`config.mk`:
```
export PLATFORM = sky130hd
export DESIGN_NAME = pmvs_core
export DESIGN_NICKNAME = d
export VERILOG_FILES = /design/src/rtl/pmvs_pkg.sv /design/src/rtl/pmvs_core.sv /design/src/rtl/pmvs_ref.sv
export SDC_FILE = /design/constraint.sdc
export NUM_CORES = 1
export LEC_CHECK = 0
export BUFFER_PORTS_ARGS = -buffer_cell sky130_fd_sc_hd__clkbuf_2
export CORE_ASPECT_RATIO = 0.8
export CORE_UTILIZATION = 50
export DETAILED_ROUTE_END_ITERATION = 10
export PLACE_DENSITY = 0.77
export SLEW_MARGIN = 15
export SYNTH_ARGS = -nofsm -noshare
export SYNTH_HDL_FRONTEND = slang
export SYNTH_HIERARCHICAL = 1
export SYNTH_SLANG_ARGS = --single-unit
```
`constraint.sdc`:
```
create_clock -name clk_sys -period 8.3 [get_ports clk_sys]
set_input_delay 1.245 -clock clk_sys [delete_from_list [all_inputs] [get_ports clk_sys]]
set_output_delay 1.245 -clock clk_sys [all_outputs]
set_load 0.02 [all_outputs]
```
`src/rtl/pmvs_pkg.sv`:
```
// constants, types and helpers for the output-voltage setpoint and alert-mask command block
// assumes a transaction layer in front that has already framed the smbus traffic
`default_nettype none
package pmvs_pkg;
  localparam logic [7:0]  CMD_ALERT_MASK   = 8'h1b;
  localparam logic [7:0]  CMD_FORMAT_MODE  = 8'h20;
  localparam logic [7:0]  CMD_SETPOINT     = 8'h21;
  localparam logic [7:0]  CMD_UPPER_LIMIT  = 8'h24;
  localparam logic [7:0]  ST_WORD          = 8'h79;
  localparam logic [7:0]  ST_VOUT          = 8'h7a;
  localparam logic [7:0]  ST_IOUT          = 8'h7b;
  localparam logic [7:0]  ST_INPUT         = 8'h7c;
  localparam logic [7:0]  ST_TEMP          = 8'h7d;
  localparam logic [7:0]  ST_CML           = 8'h7e;
  localparam logic [7:0]  ST_MFR           = 8'h80;
  localparam logic [2:0]  SLOT_NONE        = 3'h7;
  localparam int          SLOT_COUNT       = 7;
  // implemented mask bits per status code, 19 in total
  localparam logic [7:0]  IMPL_WORD        = 8'h04;
  localparam logic [7:0]  IMPL_VOUT        = 8'hc8;
  localparam logic [7:0]  IMPL_IOUT        = 8'he0;
  localparam logic [7:0]  IMPL_INPUT       = 8'h38;
  localparam logic [7:0]  IMPL_TEMP        = 8'hc0;
  localparam logic [7:0]  IMPL_CML         = 8'hf2;
  localparam logic [7:0]  IMPL_MFR         = 8'h03;
  localparam logic [7:0]  RST_MASK_WORD    = 8'h04;
  localparam logic [7:0]  RST_MASK_OTHER   = 8'h00;
  localparam int          BIT_WORD_VFW     = 7;
  localparam int          BIT_VOUT_MAXMIN  = 3;
  localparam int          BIT_CML_IVC      = 7;
  localparam int          BIT_CML_IVD      = 6;
  localparam logic [2:0]  MODE_LINEAR      = 3'h0;
  localparam logic [4:0]  MODE_EXPONENT    = 5'h17;
  localparam logic [7:0]  FORMAT_MODE_VAL  = {MODE_LINEAR, MODE_EXPONENT};
  localparam logic [11:0] SETPOINT_RST     = 12'h133;
  localparam logic [11:0] UPPER_RST        = 12'h34d;
  localparam logic [11:0] SETPOINT_ABS_MAX = 12'hb00;
  localparam logic [11:0] RANGE1_LO        = 12'h0b3;
  localparam logic [11:0] RANGE1_HI        = 12'h34d;
  localparam logic [11:0] RANGE2_LO        = 12'h166;
  localparam logic [11:0] RANGE2_HI        = 12'h69a;
  localparam logic [11:0] RANGE4_LO        = 12'h2cc;
  localparam logic [11:0] RANGE4_HI        = 12'hb00;
  localparam logic [1:0]  SCALE_ONE        = 2'h0;
  localparam logic [1:0]  SCALE_HALF       = 2'h1;
  localparam logic [1:0]  SCALE_QUARTER    = 2'h2;
  localparam logic [7:0]  COUNT_BYTE       = 8'h01;
  localparam logic [7:0]  COUNT_WORD       = 8'h02;

  typedef struct packed {
    logic        is_read;
    logic [7:0]  code;
    logic [7:0]  blk_count;
    logic [15:0] data;
  } pmvs_txn_t;

  typedef struct packed {
    logic        ack;
    logic [7:0]  count;
    logic [15:0] data;
  } pmvs_resp_t;

  typedef struct packed {
    logic [7:0] word_hi;
    logic [7:0] vout;
    logic [7:0] iout;
    logic [7:0] inp;
    logic [7:0] temp;
    logic [7:0] cml;
    logic [7:0] mfr;
  } pmvs_cond_t;

  typedef struct packed {
    logic other;
    logic cml;
    logic vout_fault_warn_flag;
    logic vout_maxmin;
    logic invalid_command_fault;
    logic ivd;
  } pmvs_flags_t;

  typedef enum logic [1:0] {
    S_IDLE  = 2'b00,
    S_CHECK = 2'b01,
    S_REPLY = 2'b11
  } pmvs_state_t;

  function automatic logic [2:0] mask_slot(input logic [7:0] code);
    case (code)
      ST_WORD:  return 3'h0;
      ST_VOUT:  return 3'h1;
      ST_IOUT:  return 3'h2;
      ST_INPUT: return 3'h3;
      ST_TEMP:  return 3'h4;
      ST_CML:   return 3'h5;
      ST_MFR:   return 3'h6;
      default:  return SLOT_NONE;
    endcase
  endfunction : mask_slot

  function automatic logic [7:0] slot_impl(input logic [2:0] s);
    case (s)
      3'h0:    return IMPL_WORD;
      3'h1:    return IMPL_VOUT;
      3'h2:    return IMPL_IOUT;
      3'h3:    return IMPL_INPUT;
      3'h4:    return IMPL_TEMP;
      3'h5:    return IMPL_CML;
      3'h6:    return IMPL_MFR;
      default: return 8'h00;
    endcase
  endfunction : slot_impl

  function automatic logic [11:0] range_lo(input logic [1:0] sc);
    return (sc == SCALE_HALF) ? RANGE2_LO : (sc == SCALE_QUARTER) ? RANGE4_LO : RANGE1_LO;
  endfunction : range_lo

  function automatic logic [11:0] range_hi(input logic [1:0] sc);
    return (sc == SCALE_HALF) ? RANGE2_HI : (sc == SCALE_QUARTER) ? RANGE4_HI : RANGE1_HI;
  endfunction : range_hi

  function automatic logic [11:0] apply_scale(input logic [11:0] v, input logic [1:0] sc);
    return (sc == SCALE_HALF) ? (v >> 1) : (sc == SCALE_QUARTER) ? (v >> 2) : v;
  endfunction : apply_scale
endpackage : pmvs_pkg
`default_nettype wire

```
`src/rtl/pmvs_core.sv`:
```
// command handler for alert masks, output format mode, setpoint and upper limit
// assumes a framed transaction port: one request at a time, answered two edges later
`default_nettype none
module pmvs_core (
  input  wire logic                  clk_sys,
  input  wire logic                  rst,
  input  wire logic                  txn_valid,
  input  wire pmvs_pkg::pmvs_txn_t   txn,
  output logic                       txn_ready,
  output logic                       resp_valid,
  output pmvs_pkg::pmvs_resp_t       resp,
  input  wire logic                  loop_follower,
  input  wire logic                  output_on,
  input  wire logic [1:0]            scale_sel,
  input  wire logic [11:0]           lower_limit,
  input  wire logic signed [15:0]    trim,
  input  wire logic signed [15:0]    margin_high_step,
  input  wire logic signed [15:0]    margin_low_step,
  input  wire logic                  op_margin_high,
  input  wire logic                  op_margin_low,
  input  wire pmvs_pkg::pmvs_cond_t  status_cond,
  input  wire logic                  clear_faults,
  output pmvs_pkg::pmvs_flags_t      status_flags,
  output logic [15:0]                loop_reference,
  output logic [15:0]                effective_setpoint,
  output logic                       smbalert_out,
  output logic                       smbalert_oe
);
  pmvs_pkg::pmvs_state_t state;
  pmvs_pkg::pmvs_state_t next_state;
  pmvs_pkg::pmvs_txn_t   txn_q;
  pmvs_pkg::pmvs_resp_t  next_resp;
  pmvs_pkg::pmvs_flags_t flag_set;
  logic [7:0]            alert_mask [8];
  logic [7:0]            eff_status [pmvs_pkg::SLOT_COUNT];
  logic [11:0]           setpoint_q;
  logic [11:0]           upper_q;

  logic        take;
  logic        in_check;
  logic        rd;
  logic        cmd_mask;
  logic        cmd_mode;
  logic        cmd_set;
  logic        cmd_max;
  logic        cmd_unknown;
  logic        follower_hit;
  logic [2:0]  slot;
  logic        slot_ok;
  logic        blk_bad;
  logic        set_over;
  logic        nack;
  logic [11:0] set_req;
  logic [11:0] set_ranged;
  logic [11:0] set_final;
  logic [7:0]  mask_rd;
  logic [15:0] rd_data;
  logic [7:0]  rd_count;
  logic        wr_mask;
  logic        wr_set;
  logic        wr_max;
  logic        alert_hit;
  logic [15:0] ref_value;
  logic [15:0] eff_value;
  logic        ref_violation;

  // request decode, held in txn_q during the check cycle
  assign take         = txn_valid & txn_ready;
  assign in_check     = state == pmvs_pkg::S_CHECK;
  assign rd           = txn_q.is_read;
  assign cmd_mask     = txn_q.code == pmvs_pkg::CMD_ALERT_MASK;
  assign cmd_mode     = txn_q.code == pmvs_pkg::CMD_FORMAT_MODE;
  assign cmd_set      = txn_q.code == pmvs_pkg::CMD_SETPOINT;
  assign cmd_max      = txn_q.code == pmvs_pkg::CMD_UPPER_LIMIT;
  assign cmd_unknown  = ~(cmd_mask | cmd_mode | cmd_set | cmd_max);
  assign follower_hit = loop_follower & (cmd_mode | cmd_set | cmd_max);
  assign slot         = pmvs_pkg::mask_slot(txn_q.data[7:0]);
  assign slot_ok      = slot != pmvs_pkg::SLOT_NONE;
  assign blk_bad      = cmd_mask & rd & (txn_q.blk_count != pmvs_pkg::COUNT_BYTE);

  // setpoint checks happen here, before anything reaches the reference path
  assign set_req    = txn_q.data[11:0];
  assign set_over   = cmd_set & ~rd & ~follower_hit
                    & (txn_q.data > {4'h0, pmvs_pkg::SETPOINT_ABS_MAX});
  assign set_ranged = (set_req < pmvs_pkg::range_lo(scale_sel)) ? pmvs_pkg::range_lo(scale_sel)
                    : (set_req > pmvs_pkg::range_hi(scale_sel)) ? pmvs_pkg::range_hi(scale_sel)
                    : set_req;
  // the upper limit is tested first; when the limits cross, values at or below it take the lower limit
  assign set_final  = (set_ranged > upper_q) ? upper_q
                    : (set_ranged < lower_limit) ? lower_limit
                    : set_ranged;

  assign wr_mask = in_check & cmd_mask & ~rd & slot_ok;
  assign wr_set  = in_check & cmd_set & ~rd & ~follower_hit & ~set_over;
  assign wr_max  = in_check & cmd_max & ~rd & ~follower_hit;

  // an unknown status code reads back as an empty mask
  assign mask_rd  = slot_ok ? alert_mask[slot] : 8'h00;
  assign nack     = follower_hit | cmd_unknown | blk_bad | set_over
                  | (cmd_mode & ~rd);
  assign rd_data  = cmd_mask ? {8'h00, mask_rd}
                  : cmd_mode ? {8'h00, pmvs_pkg::FORMAT_MODE_VAL}
                  : cmd_set  ? {4'h0, setpoint_q}
                  : {4'h0, upper_q};
  assign rd_count = (cmd_mask | cmd_mode) ? pmvs_pkg::COUNT_BYTE : pmvs_pkg::COUNT_WORD;

  assign next_resp.ack   = ~nack;
  assign next_resp.count = (rd & ~nack) ? rd_count : 8'h00;
  assign next_resp.data  = (rd & ~nack) ? rd_data : 16'h0000;

  assign flag_set.invalid_command_fault         = in_check & (follower_hit | cmd_unknown | (cmd_mode & ~rd));
  assign flag_set.ivd         = in_check & ((cmd_mask & ~rd & ~slot_ok) | set_over);
  assign flag_set.cml         = flag_set.invalid_command_fault | flag_set.ivd;
  assign flag_set.other       = ref_violation;
  assign flag_set.vout_fault_warn_flag         = ref_violation;
  assign flag_set.vout_maxmin = ref_violation;

  always_comb begin
    case (state)
      pmvs_pkg::S_IDLE:  next_state = take ? pmvs_pkg::S_CHECK : pmvs_pkg::S_IDLE;
      pmvs_pkg::S_CHECK: next_state = pmvs_pkg::S_REPLY;
      pmvs_pkg::S_REPLY: next_state = pmvs_pkg::S_IDLE;
      default:           next_state = pmvs_pkg::S_IDLE;
    endcase
  end

  always_ff @(posedge clk_sys) begin
    if (rst) begin
      state      <= pmvs_pkg::S_IDLE;
      txn_ready  <= 1'b1;
      resp_valid <= 1'b0;
      resp       <= '0;
      txn_q      <= '0;
    end else begin
      state      <= next_state;
      txn_ready  <= next_state == pmvs_pkg::S_IDLE;
      resp_valid <= in_check;
      resp       <= in_check ? next_resp : '0;
      txn_q      <= take ? txn : txn_q;
    end
  end

  // masks only keep bits that have a real source behind them
  always_ff @(posedge clk_sys) begin
    for (int i = 0; i < 8; i++) begin
      if (rst) begin
        alert_mask[i] <= (i == 0) ? pmvs_pkg::RST_MASK_WORD : pmvs_pkg::RST_MASK_OTHER;
      end else if (wr_mask && slot == 3'(i)) begin
        alert_mask[i] <= txn_q.data[15:8] & pmvs_pkg::slot_impl(3'(i));
      end
    end
  end

  always_ff @(posedge clk_sys) begin
    if (rst) begin
      setpoint_q <= pmvs_pkg::SETPOINT_RST;
      upper_q    <= pmvs_pkg::UPPER_RST;
    end else begin
      setpoint_q <= wr_set ? set_final : setpoint_q;
      upper_q    <= wr_max ? txn_q.data[11:0] : upper_q;
    end
  end

  // a fresh event wins over a clear in the same cycle
  always_ff @(posedge clk_sys) begin
    if (rst) begin
      status_flags <= '0;
    end else begin
      status_flags <= (clear_faults ? '0 : status_flags) | flag_set;
    end
  end

  pmvs_ref u_ref (
    .setpoint         (setpoint_q),
    .upper_limit      (upper_q),
    .lower_limit      (lower_limit),
    .scale_sel        (scale_sel),
    .trim             (trim),
    .margin_high_step (margin_high_step),
    .margin_low_step  (margin_low_step),
    .op_margin_high   (op_margin_high),
    .op_margin_low    (op_margin_low),
    .output_on        (output_on),
    .ref_value        (ref_value),
    .eff_value        (eff_value),
    .violation        (ref_violation)
  );

  // internal flags join the external conditions at their status bit positions
  assign eff_status[0] = status_cond.word_hi | (8'(status_flags.vout_fault_warn_flag) << pmvs_pkg::BIT_WORD_VFW);
  assign eff_status[1] = status_cond.vout
                       | (8'(status_flags.vout_maxmin) << pmvs_pkg::BIT_VOUT_MAXMIN);
  assign eff_status[2] = status_cond.iout;
  assign eff_status[3] = status_cond.inp;
  assign eff_status[4] = status_cond.temp;
  assign eff_status[5] = status_cond.cml
                       | (8'(status_flags.invalid_command_fault) << pmvs_pkg::BIT_CML_IVC)
                       | (8'(status_flags.ivd) << pmvs_pkg::BIT_CML_IVD);
  assign eff_status[6] = status_cond.mfr;

  always_comb begin
    alert_hit = 1'b0;
    for (int i = 0; i < pmvs_pkg::SLOT_COUNT; i++) begin
      alert_hit = alert_hit
                | (|(eff_status[i] & pmvs_pkg::slot_impl(3'(i)) & ~alert_mask[i]));
    end
  end

  // open-drain alert: only the enable moves, the driven level stays low
  always_ff @(posedge clk_sys) begin
    if (rst) begin
      smbalert_out       <= 1'b0;
      smbalert_oe        <= 1'b0;
      loop_reference     <= 16'h0000;
      effective_setpoint <= 16'h0000;
    end else begin
      smbalert_out       <= 1'b0;
      smbalert_oe        <= alert_hit;
      loop_reference     <= ref_value;
      effective_setpoint <= eff_value;
    end
  end

  logic tk_mask_rd;
  logic tk_mask_wr_bad;
  logic tk_set_wr;
  logic tk_limited;
  assign tk_mask_rd     = take & txn.is_read & (txn.code == pmvs_pkg::CMD_ALERT_MASK);
  assign tk_mask_wr_bad = take & ~txn.is_read & (txn.code == pmvs_pkg::CMD_ALERT_MASK)
                        & (pmvs_pkg::mask_slot(txn.data[7:0]) == pmvs_pkg::SLOT_NONE);
  assign tk_set_wr      = take & ~txn.is_read & (txn.code == pmvs_pkg::CMD_SETPOINT) & ~loop_follower;
  assign tk_limited     = take & loop_follower & ((txn.code == pmvs_pkg::CMD_FORMAT_MODE)
                        | (txn.code == pmvs_pkg::CMD_SETPOINT) | (txn.code == pmvs_pkg::CMD_UPPER_LIMIT));
endmodule : pmvs_core
`default_nettype wire

```
`src/rtl/pmvs_ref.sv`:
```
// reference arithmetic: scaled setpoint plus trim and margins; ref_value clamped by the upper limit only while output_on is set, eff_value never
// assumes all inputs are stable register values of the surrounding command block
`default_nettype none
module pmvs_ref (
  input  wire logic        [11:0] setpoint,
  input  wire logic        [11:0] upper_limit,
  input  wire logic        [11:0] lower_limit,
  input  wire logic        [1:0]  scale_sel,
  input  wire logic signed [15:0] trim,
  input  wire logic signed [15:0] margin_high_step,
  input  wire logic signed [15:0] margin_low_step,
  input  wire logic               op_margin_high,
  input  wire logic               op_margin_low,
  input  wire logic               output_on,
  output logic             [15:0] ref_value,
  output logic             [15:0] eff_value,
  output logic                    violation
);
  logic        [11:0] scaled_set;
  logic        [11:0] scaled_max;
  logic signed [17:0] sum;
  logic signed [17:0] limit_ext;
  logic               over;
  logic               crossed;

  assign scaled_set = pmvs_pkg::apply_scale(setpoint, scale_sel);
  assign scaled_max = pmvs_pkg::apply_scale(upper_limit, scale_sel);
  assign sum        = $signed({6'h00, scaled_set}) + 18'(trim)
                    + (op_margin_high ? 18'(margin_high_step) : 18'sh0)
                    + (op_margin_low  ? 18'(margin_low_step)  : 18'sh0);
  assign limit_ext  = $signed({6'h00, scaled_max});
  assign over       = sum > limit_ext;
  // limits that meet or cross count as a violation while output_on is set; the upper one wins
  assign crossed    = upper_limit <= lower_limit;
  assign violation  = output_on & (over | crossed);
  assign eff_value  = sum[17] ? 16'h0000 : sum[15:0];
  assign ref_value  = violation ? {4'h0, scaled_max} : eff_value;
endmodule : pmvs_ref
`default_nettype wire

```
==> flow_summary.toml, run 1 <==
[run_status]
outcome = "completed"

[cells_and_area]
design_area_um2 = 12300
drive_gt1_share_pct = 16.9
n_antenna_cell = 0
finalNetCount = 1767
syn2layout_area_growth_pct = 15.4

[sta]
post-route-min-period_ns = 7.61
drv_slew = 0
fin_skew_ns = 0.0100
fmax_mhz = 131
slew_headroom_pct = 34.1
setup_tns_ns = 0
worstMarginPinSlew_ns = 0.976
setup_viol = 0
min_period_over_period_pct = 91.7
rsz0062_at_grt = "false"
hold_slack_ns = 0.453
report.final.hold_viol_count = 0

[min_path]
holdPathStages = 2
min_path_type = "register to register"

[worst_setup_path]
path_class = "input port to register"
cp.required_ns = 8.58
crit_path_end_kind = "register"
timing.rr.end = "loop_reference[8]"
critPathLaunchType = "input port"
critical_path_peak_fanout = 26
crit_arrival_ns = 7.89
ff2ff_path_depth = 29
r2r_start = "setpoint_q[3]"
cp-endpoint = "loop_reference[8]"
rrSetupSlack_ns = 1.34
cp_slowest_cell = "fa_1"
crit_start = "scale_sel[1]"
cp_slowest_stage_delay_ns = 0.53
cp_common_cell = "inv_1"

[clocking]
cts_tree = "yes"
htree_num_levels = 4
insertion_delay_ns = 0.43
cts_hold_buf = 0
cts_setup_buffers = 0
cts_resized = 0
root_buffer = "clkbuf_16"
clk_pin_slew_ns = 0.06
clock_sinks = 133
clock_path_buffers = 2
cts_made_buffers = 17

[place]
port_buffers = 177
placed_cell_area_um2 = 11600
globalplace.congestion = 0.937
dpl.hpwl_um = 23200

[synthesis]
yosys_warnings = 6
seq_area_frac_synth_pct = 26.8
syn_avg_cell_area_um2 = 7.87
ys_ff_latch = 133
synth_ff_type = "dfxtp_1"
async_flop_share_pct = 0
ys_types = 86
syn_area_um2 = 10600
synth_edf_count = 19
syn-instance-count = 1353

[drt]
drc = 0
drt_wl_total_um = 30100
drt_pass1_iterations = 5
drtIter0Drc = 1118
vias = 10300
detail-route-antenna-nets = 0
vias_per_cell = 5.81
wire_per_inst_um = 17.0

[die]
coreArea_um2 = 20800
start_util_pct = 51.3
die_h_um = 132
num_rows = 47
ios = 226
die-area_um2 = 21900
die_w_um = 165

[pwr]
p_comb_share_pct = 40.0
intPower_w = 0.00164
p_seq_share_pct = 28.5
ir_worst_vdd_v = 0.000288
pwr-share-clk_pct = 31.5
p_per_area_nw_per_um2 = 213
swShare_pct = 37.4
p_leak_nw = 5.83
power.switching_w = 0.000980

[global_routing]
grt_max_degree = 75
grt_first_pass_wirelength_um = 47400
overflow = 0
globalRouteTotalUtil_pct = 27.5
first_global_vias = 9379
antenna_found_initial = 0

[run]
maxCapViolCount = 0
==> power by group through the flow <==
stage	logic, W	registers (W)	clock network (W)
after floorplan	0.000711	0.000803	0
after global placement	0.000993	0.000760	0
after detailed placement	0.00102	0.000761	0
after CTS	0.00103	0.000747	0.000829
after global routing	0.00116	0.000754	0.000855
final	0.00105	0.000748	0.000825
==> critical path, delay by kind of cell <==
family / cells / cell delay [ns]
adder cells (fa/ha/maj): 5 / 1.83
XOR/XNOR: 1 / 0.17
buffers and inverters: 6 / 0.81
AND/OR/NAND/NOR: 9 / 1.91
AO/OA/AOI/OAI: 12 / 1.89
==> per-layer routing <==
metal  track usage (%)  vias up  routed length [um]  share of wire (%)
met5                 0        -                   0                  0
met4              8.31        0                 620                2.1
met3              4.48       59                2730                9.1
met2              40.1      486               12600                 42
met1              40.9     4756               14200                 47
li1                  -     5025                   -                  -
==> cell usage after synthesis, drive strengths merged, types with 5 or more instances <==
master  instances  area (um^2)
nand2         168          631
inv           125          469
dfxtp         114         2280
nor2          104          407
a21oi          95          487
ha             94         1180
o21ai          58          298
nor2b          52          325
clkbuf         47          176
nor3           35          175
buf            30          198
mux2i          26          260
nand2b         26          163
a21o           25          188
nand3          25          130
and3           24          150
edfxtp         19          571
fa             19          380
o21a           17          128
o211ai         16          125
xor2           16          140
a31oi          14         87.6
or3            13         81.3
a211oi         12         90.1
o22ai          12         75.1
xnor2          12          105
nand4          11         68.8
nor4b          11          103
a211o           9         78.8
and2            8         52.6
nand3b          8         60.1
o32ai           8         70.1
or2             8         50.1
nor4            7         43.8
a221oi          6         70.1
a22oi           6         45.0
o31a            6         52.6
nor3b           5         37.5
or4             5         45.0
==> through the flow <==
stage               util, %  total power [W]  instances  setup WS, ns
floorplan                 -          0.00151       1363         0.203
global placement       56.0          0.00175       1745         0.509
detailed placement     56.0          0.00178       1745         0.414
CTS                    59.2          0.00261       1776         0.823
global route           59.2          0.00277       1776         0.176
finish                 59.2          0.00262       1776         0.692
==> placed cells by master (no fill, tap or decap), drive strengths merged, types with 25 or more instances in the layout <==
cell type  synthesis  layout
nand2b            26      26
o21ai             58      58
nor2             104     104
a21o              25      25
nand3             25      25
ha                94      94
nand2            168     168
nor3              35      35
dfxtp            114     114
inv              125     129
mux2i             26      26
clkbuf            47     197
a21oi             95      95
nor2b             52      52
==> cell type report <==
cell class,count,area [um^2]
clock buffers,21,526
clock inverters,10,128
fillers,1863,8480
inverters,125,469
multi-input cells,1028,6990
flip-flops and latches,133,2850
well taps,269,337
repair buffers,190,983
==> flip-flops by register name, summed over array words and instances (netlist names), 6 cells and up <==
signal,cells
alert_mask,19
effective_setpoint,16
loop_reference,16
resp,15
set_req,12
setpoint_q,12
status_flags,6
txn_q,20
upper_q,12
==> kinds of logic after synthesis <==
kind of cell / Yosys count / synth area share, %
AO/OA/AOI/OAI: 328 / 21.0
flip-flops: 133 / 26.8
XOR/XNOR: 28 / 2.30
adder cells (fa/ha/maj): 113 / 14.6
multiplexers: 28 / 2.66
other: 1 / 0.0352
AND/OR/NAND/NOR: 520 / 24.6
buffers and inverters: 202 / 7.92
==> worst min-delay path by stage <==
stage	start	slack, ns	endpoint
detailed placement	txn_q[19]	0.44	txn_q[19]
finish	txn_q[16]	0.45	txn_q[16]
global route	txn_q[23]	0.47	txn_q[23]
floorplan	txn_q[23]	0.43	txn_q[23]
CTS	txn_q[21]	0.45	txn_q[21]
global placement	txn_q[16]	0.44	txn_q[16]
Note: power is estimated with default switching activity, not from simulation.
==> run 2, diff against run 1 <==
--- a/config.mk
+++ b/config.mk
@@ -5,7 +5,7 @@
 export SDC_FILE = /design/constraint.sdc
 export NUM_CORES = 1
 export LEC_CHECK = 0
-export BUFFER_PORTS_ARGS = -buffer_cell sky130_fd_sc_hd__clkbuf_2
+export BUFFER_PORTS_ARGS = -buffer_cell sky130_fd_sc_hd__buf_2
 export CORE_ASPECT_RATIO = 0.8
 export CORE_UTILIZATION = 50
 export DETAILED_ROUTE_END_ITERATION = 10
==> flow_summary.toml, run 2 (synthesis results as in run 1) <==
[clocking]
root_buffer = "clkbuf_16"
htree_num_levels = 4
insertion_delay_ns = 0.43
cts_tree = "yes"
cts_hold_buf = 0
clk_pin_slew_ns = 0.06
cts_made_buffers = 17
cts_resized = 0
cts_setup_buffers = 0
clock_path_buffers = 2
clock_sinks = 133

[sta]
fmax_mhz = 133
drv_slew = 0
setup_viol = 0
fin_skew_ns = 0.0111
worstMarginPinSlew_ns = 1.15
setup_tns_ns = 0
min_period_over_period_pct = 90.9
post-route-min-period_ns = 7.54
report.final.hold_viol_count = 0
rsz0062_at_grt = "false"
slew_headroom_pct = 23.0

[die]
die_h_um = 132
die-area_um2 = 21900
start_util_pct = 51.3
num_rows = 47
ios = 226
coreArea_um2 = 20800
die_w_um = 165

[cells_and_area]
fin_util_pct = 58.8
multi_input_area_um2 = 6990
top_register = "txn_q"
syn2layout_area_growth_pct = 14.7
drive_gt1_share_pct = 16.7
seqCellArea_um2 = 2850
final_cell_mix = "buf_2 (177), nand2_1 (168), inv_1 (125), dfxtp_1 (114), nor2_1 (103)"
mostFrequentLayoutCell = "buf_2"
fillers = 1888
design_area_um2 = 12200
finalNetCount = 1765
largest_registers = "txn_q (20), alert_mask (19)"
largest_register_ffs = 20

[run_status]
outcome = "completed"

[worst_setup_path]
critical_path_peak_fanout = 22
cp_common_cell = "a21oi_1"
crit_path_end_kind = "register"
r2r_start = "setpoint_q[3]"
cp_slowest_stage_delay_ns = 0.51
cp.required_ns = 8.60
timing.rr.end = "loop_reference[7]"
rrSetupSlack_ns = 1.37
path_class = "input port to register"
cp_slowest_cell = "fa_1"
crit_arrival_ns = 7.84
critPathLaunchType = "input port"
ff2ff_path_depth = 28

[drt]
wire_per_inst_um = 16.8
drc = 0
drt_wl_total_um = 29900
vias_per_cell = 5.78
drtIter0Drc = 1084
detail-route-antenna-nets = 0
drt_pass1_iterations = 6
vias = 10300

[place]
port_buffers = 177
dpl.hpwl_um = 23000
globalplace.congestion = 0.963
placed_cell_area_um2 = 11600

[min_path]
holdPathStages = 2
holdCritStartpoint = "txn_q[16]"
min_path_type = "register to register"
hold_path_end = "txn_q[16]"

[pwr]
p_leak_nw = 5.80
p_per_area_nw_per_um2 = 207
ir_worst_vdd_v = 0.000247

[global_routing]
grt_max_degree = 62
antenna_found_initial = 2
first_global_vias = 9271
globalRouteTotalUtil_pct = 27.2
overflow = 0
grt_first_pass_wirelength_um = 46800

[run]
maxCapViolCount = 0
[run 2: cell count changes in the layout (fill, tap and decap cells not counted)]
cell	previous run	this run
clkbuf_16	21	20
clkinvlp_4	1	2
clkbuf_2	176	0
inv_6	3	4
inv_8	1	0
bufinv_16	2	0
diode_2	0	1
clkbuf_8	0	1
buf_2	1	177
clkinv_2	1	3
buf_4	13	11
nand2_2	1	0
nand2_1	167	168
[run 2: worst max-delay path by stage]
stage,depth (start not counted),to,startpoint,slack [ns]
after floorplan,34,loop_reference[4],scale_sel[0],0.20
after global placement,29,loop_reference[5],scale_sel[0],0.53
after detailed placement,30,loop_reference[7],scale_sel[0],0.44
after CTS,29,loop_reference[7],scale_sel[0],0.85
after global routing,31,loop_reference[7],scale_sel[1],0.28
final,29,loop_reference[7],scale_sel[0],0.76
[run 2: cell type report]
type / count / area share, %
clock inverters: 11 / 0.676
well taps: 269 / 2.76
multi-input cells: 1028 / 57.2
flip-flops and latches: 133 / 23.4
diodes: 1 / 0.0205
clock buffers: 21 / 4.21
repair buffers: 188 / 7.93
inverters: 125 / 3.84
[run 2: per-stage QoR]
stage	std cells	power, W	setup slack [ns]	hold slack (ns)
after floorplan	1363	0.00151	0.203	0.431
after global placement	1743	0.00175	0.530	0.439
after detailed placement	1743	0.00177	0.439	0.443
after CTS	1775	0.00252	0.852	0.452
after global routing	1776	0.00268	0.284	0.473
final	1776	0.00253	0.759	0.451
[run 2: report_power, final]
group,total [W],switching (W),leakage (nW),internal [W]
clock,0.000751,0.000305,0.292,0.000446
sequential,0.000746,0.0000349,1.12,0.000711
combinational,0.00104,0.000628,4.38,0.000409
total,0.00253,0.000967,5.80,0.00157
[run 2: critical path: cells and delay by family]
| family | cells | cell delay, ns |
|---|---|---|
| AO/OA/AOI/OAI | 12 | 2.61 |
| adder cells (fa/ha/maj) | 4 | 1.47 |
| buffers and inverters | 4 | 0.43 |
| XOR/XNOR | 1 | 0.11 |
| AND/OR/NAND/NOR | 8 | 1.97 |
[run 2: routing by layer]
| metal | global-route usage, % | up-vias | wire length [um] |
|---|---|---|---|
| li1 | - | 5025 | - |
| met1 | 40.1 | 4729 | 14000 |
| met2 | 39.9 | 458 | 12600 |
| met3 | 5.24 | 43 | 2850 |
| met4 | 7.44 | 2 | 475 |
| met5 | 0 | - | 13 |
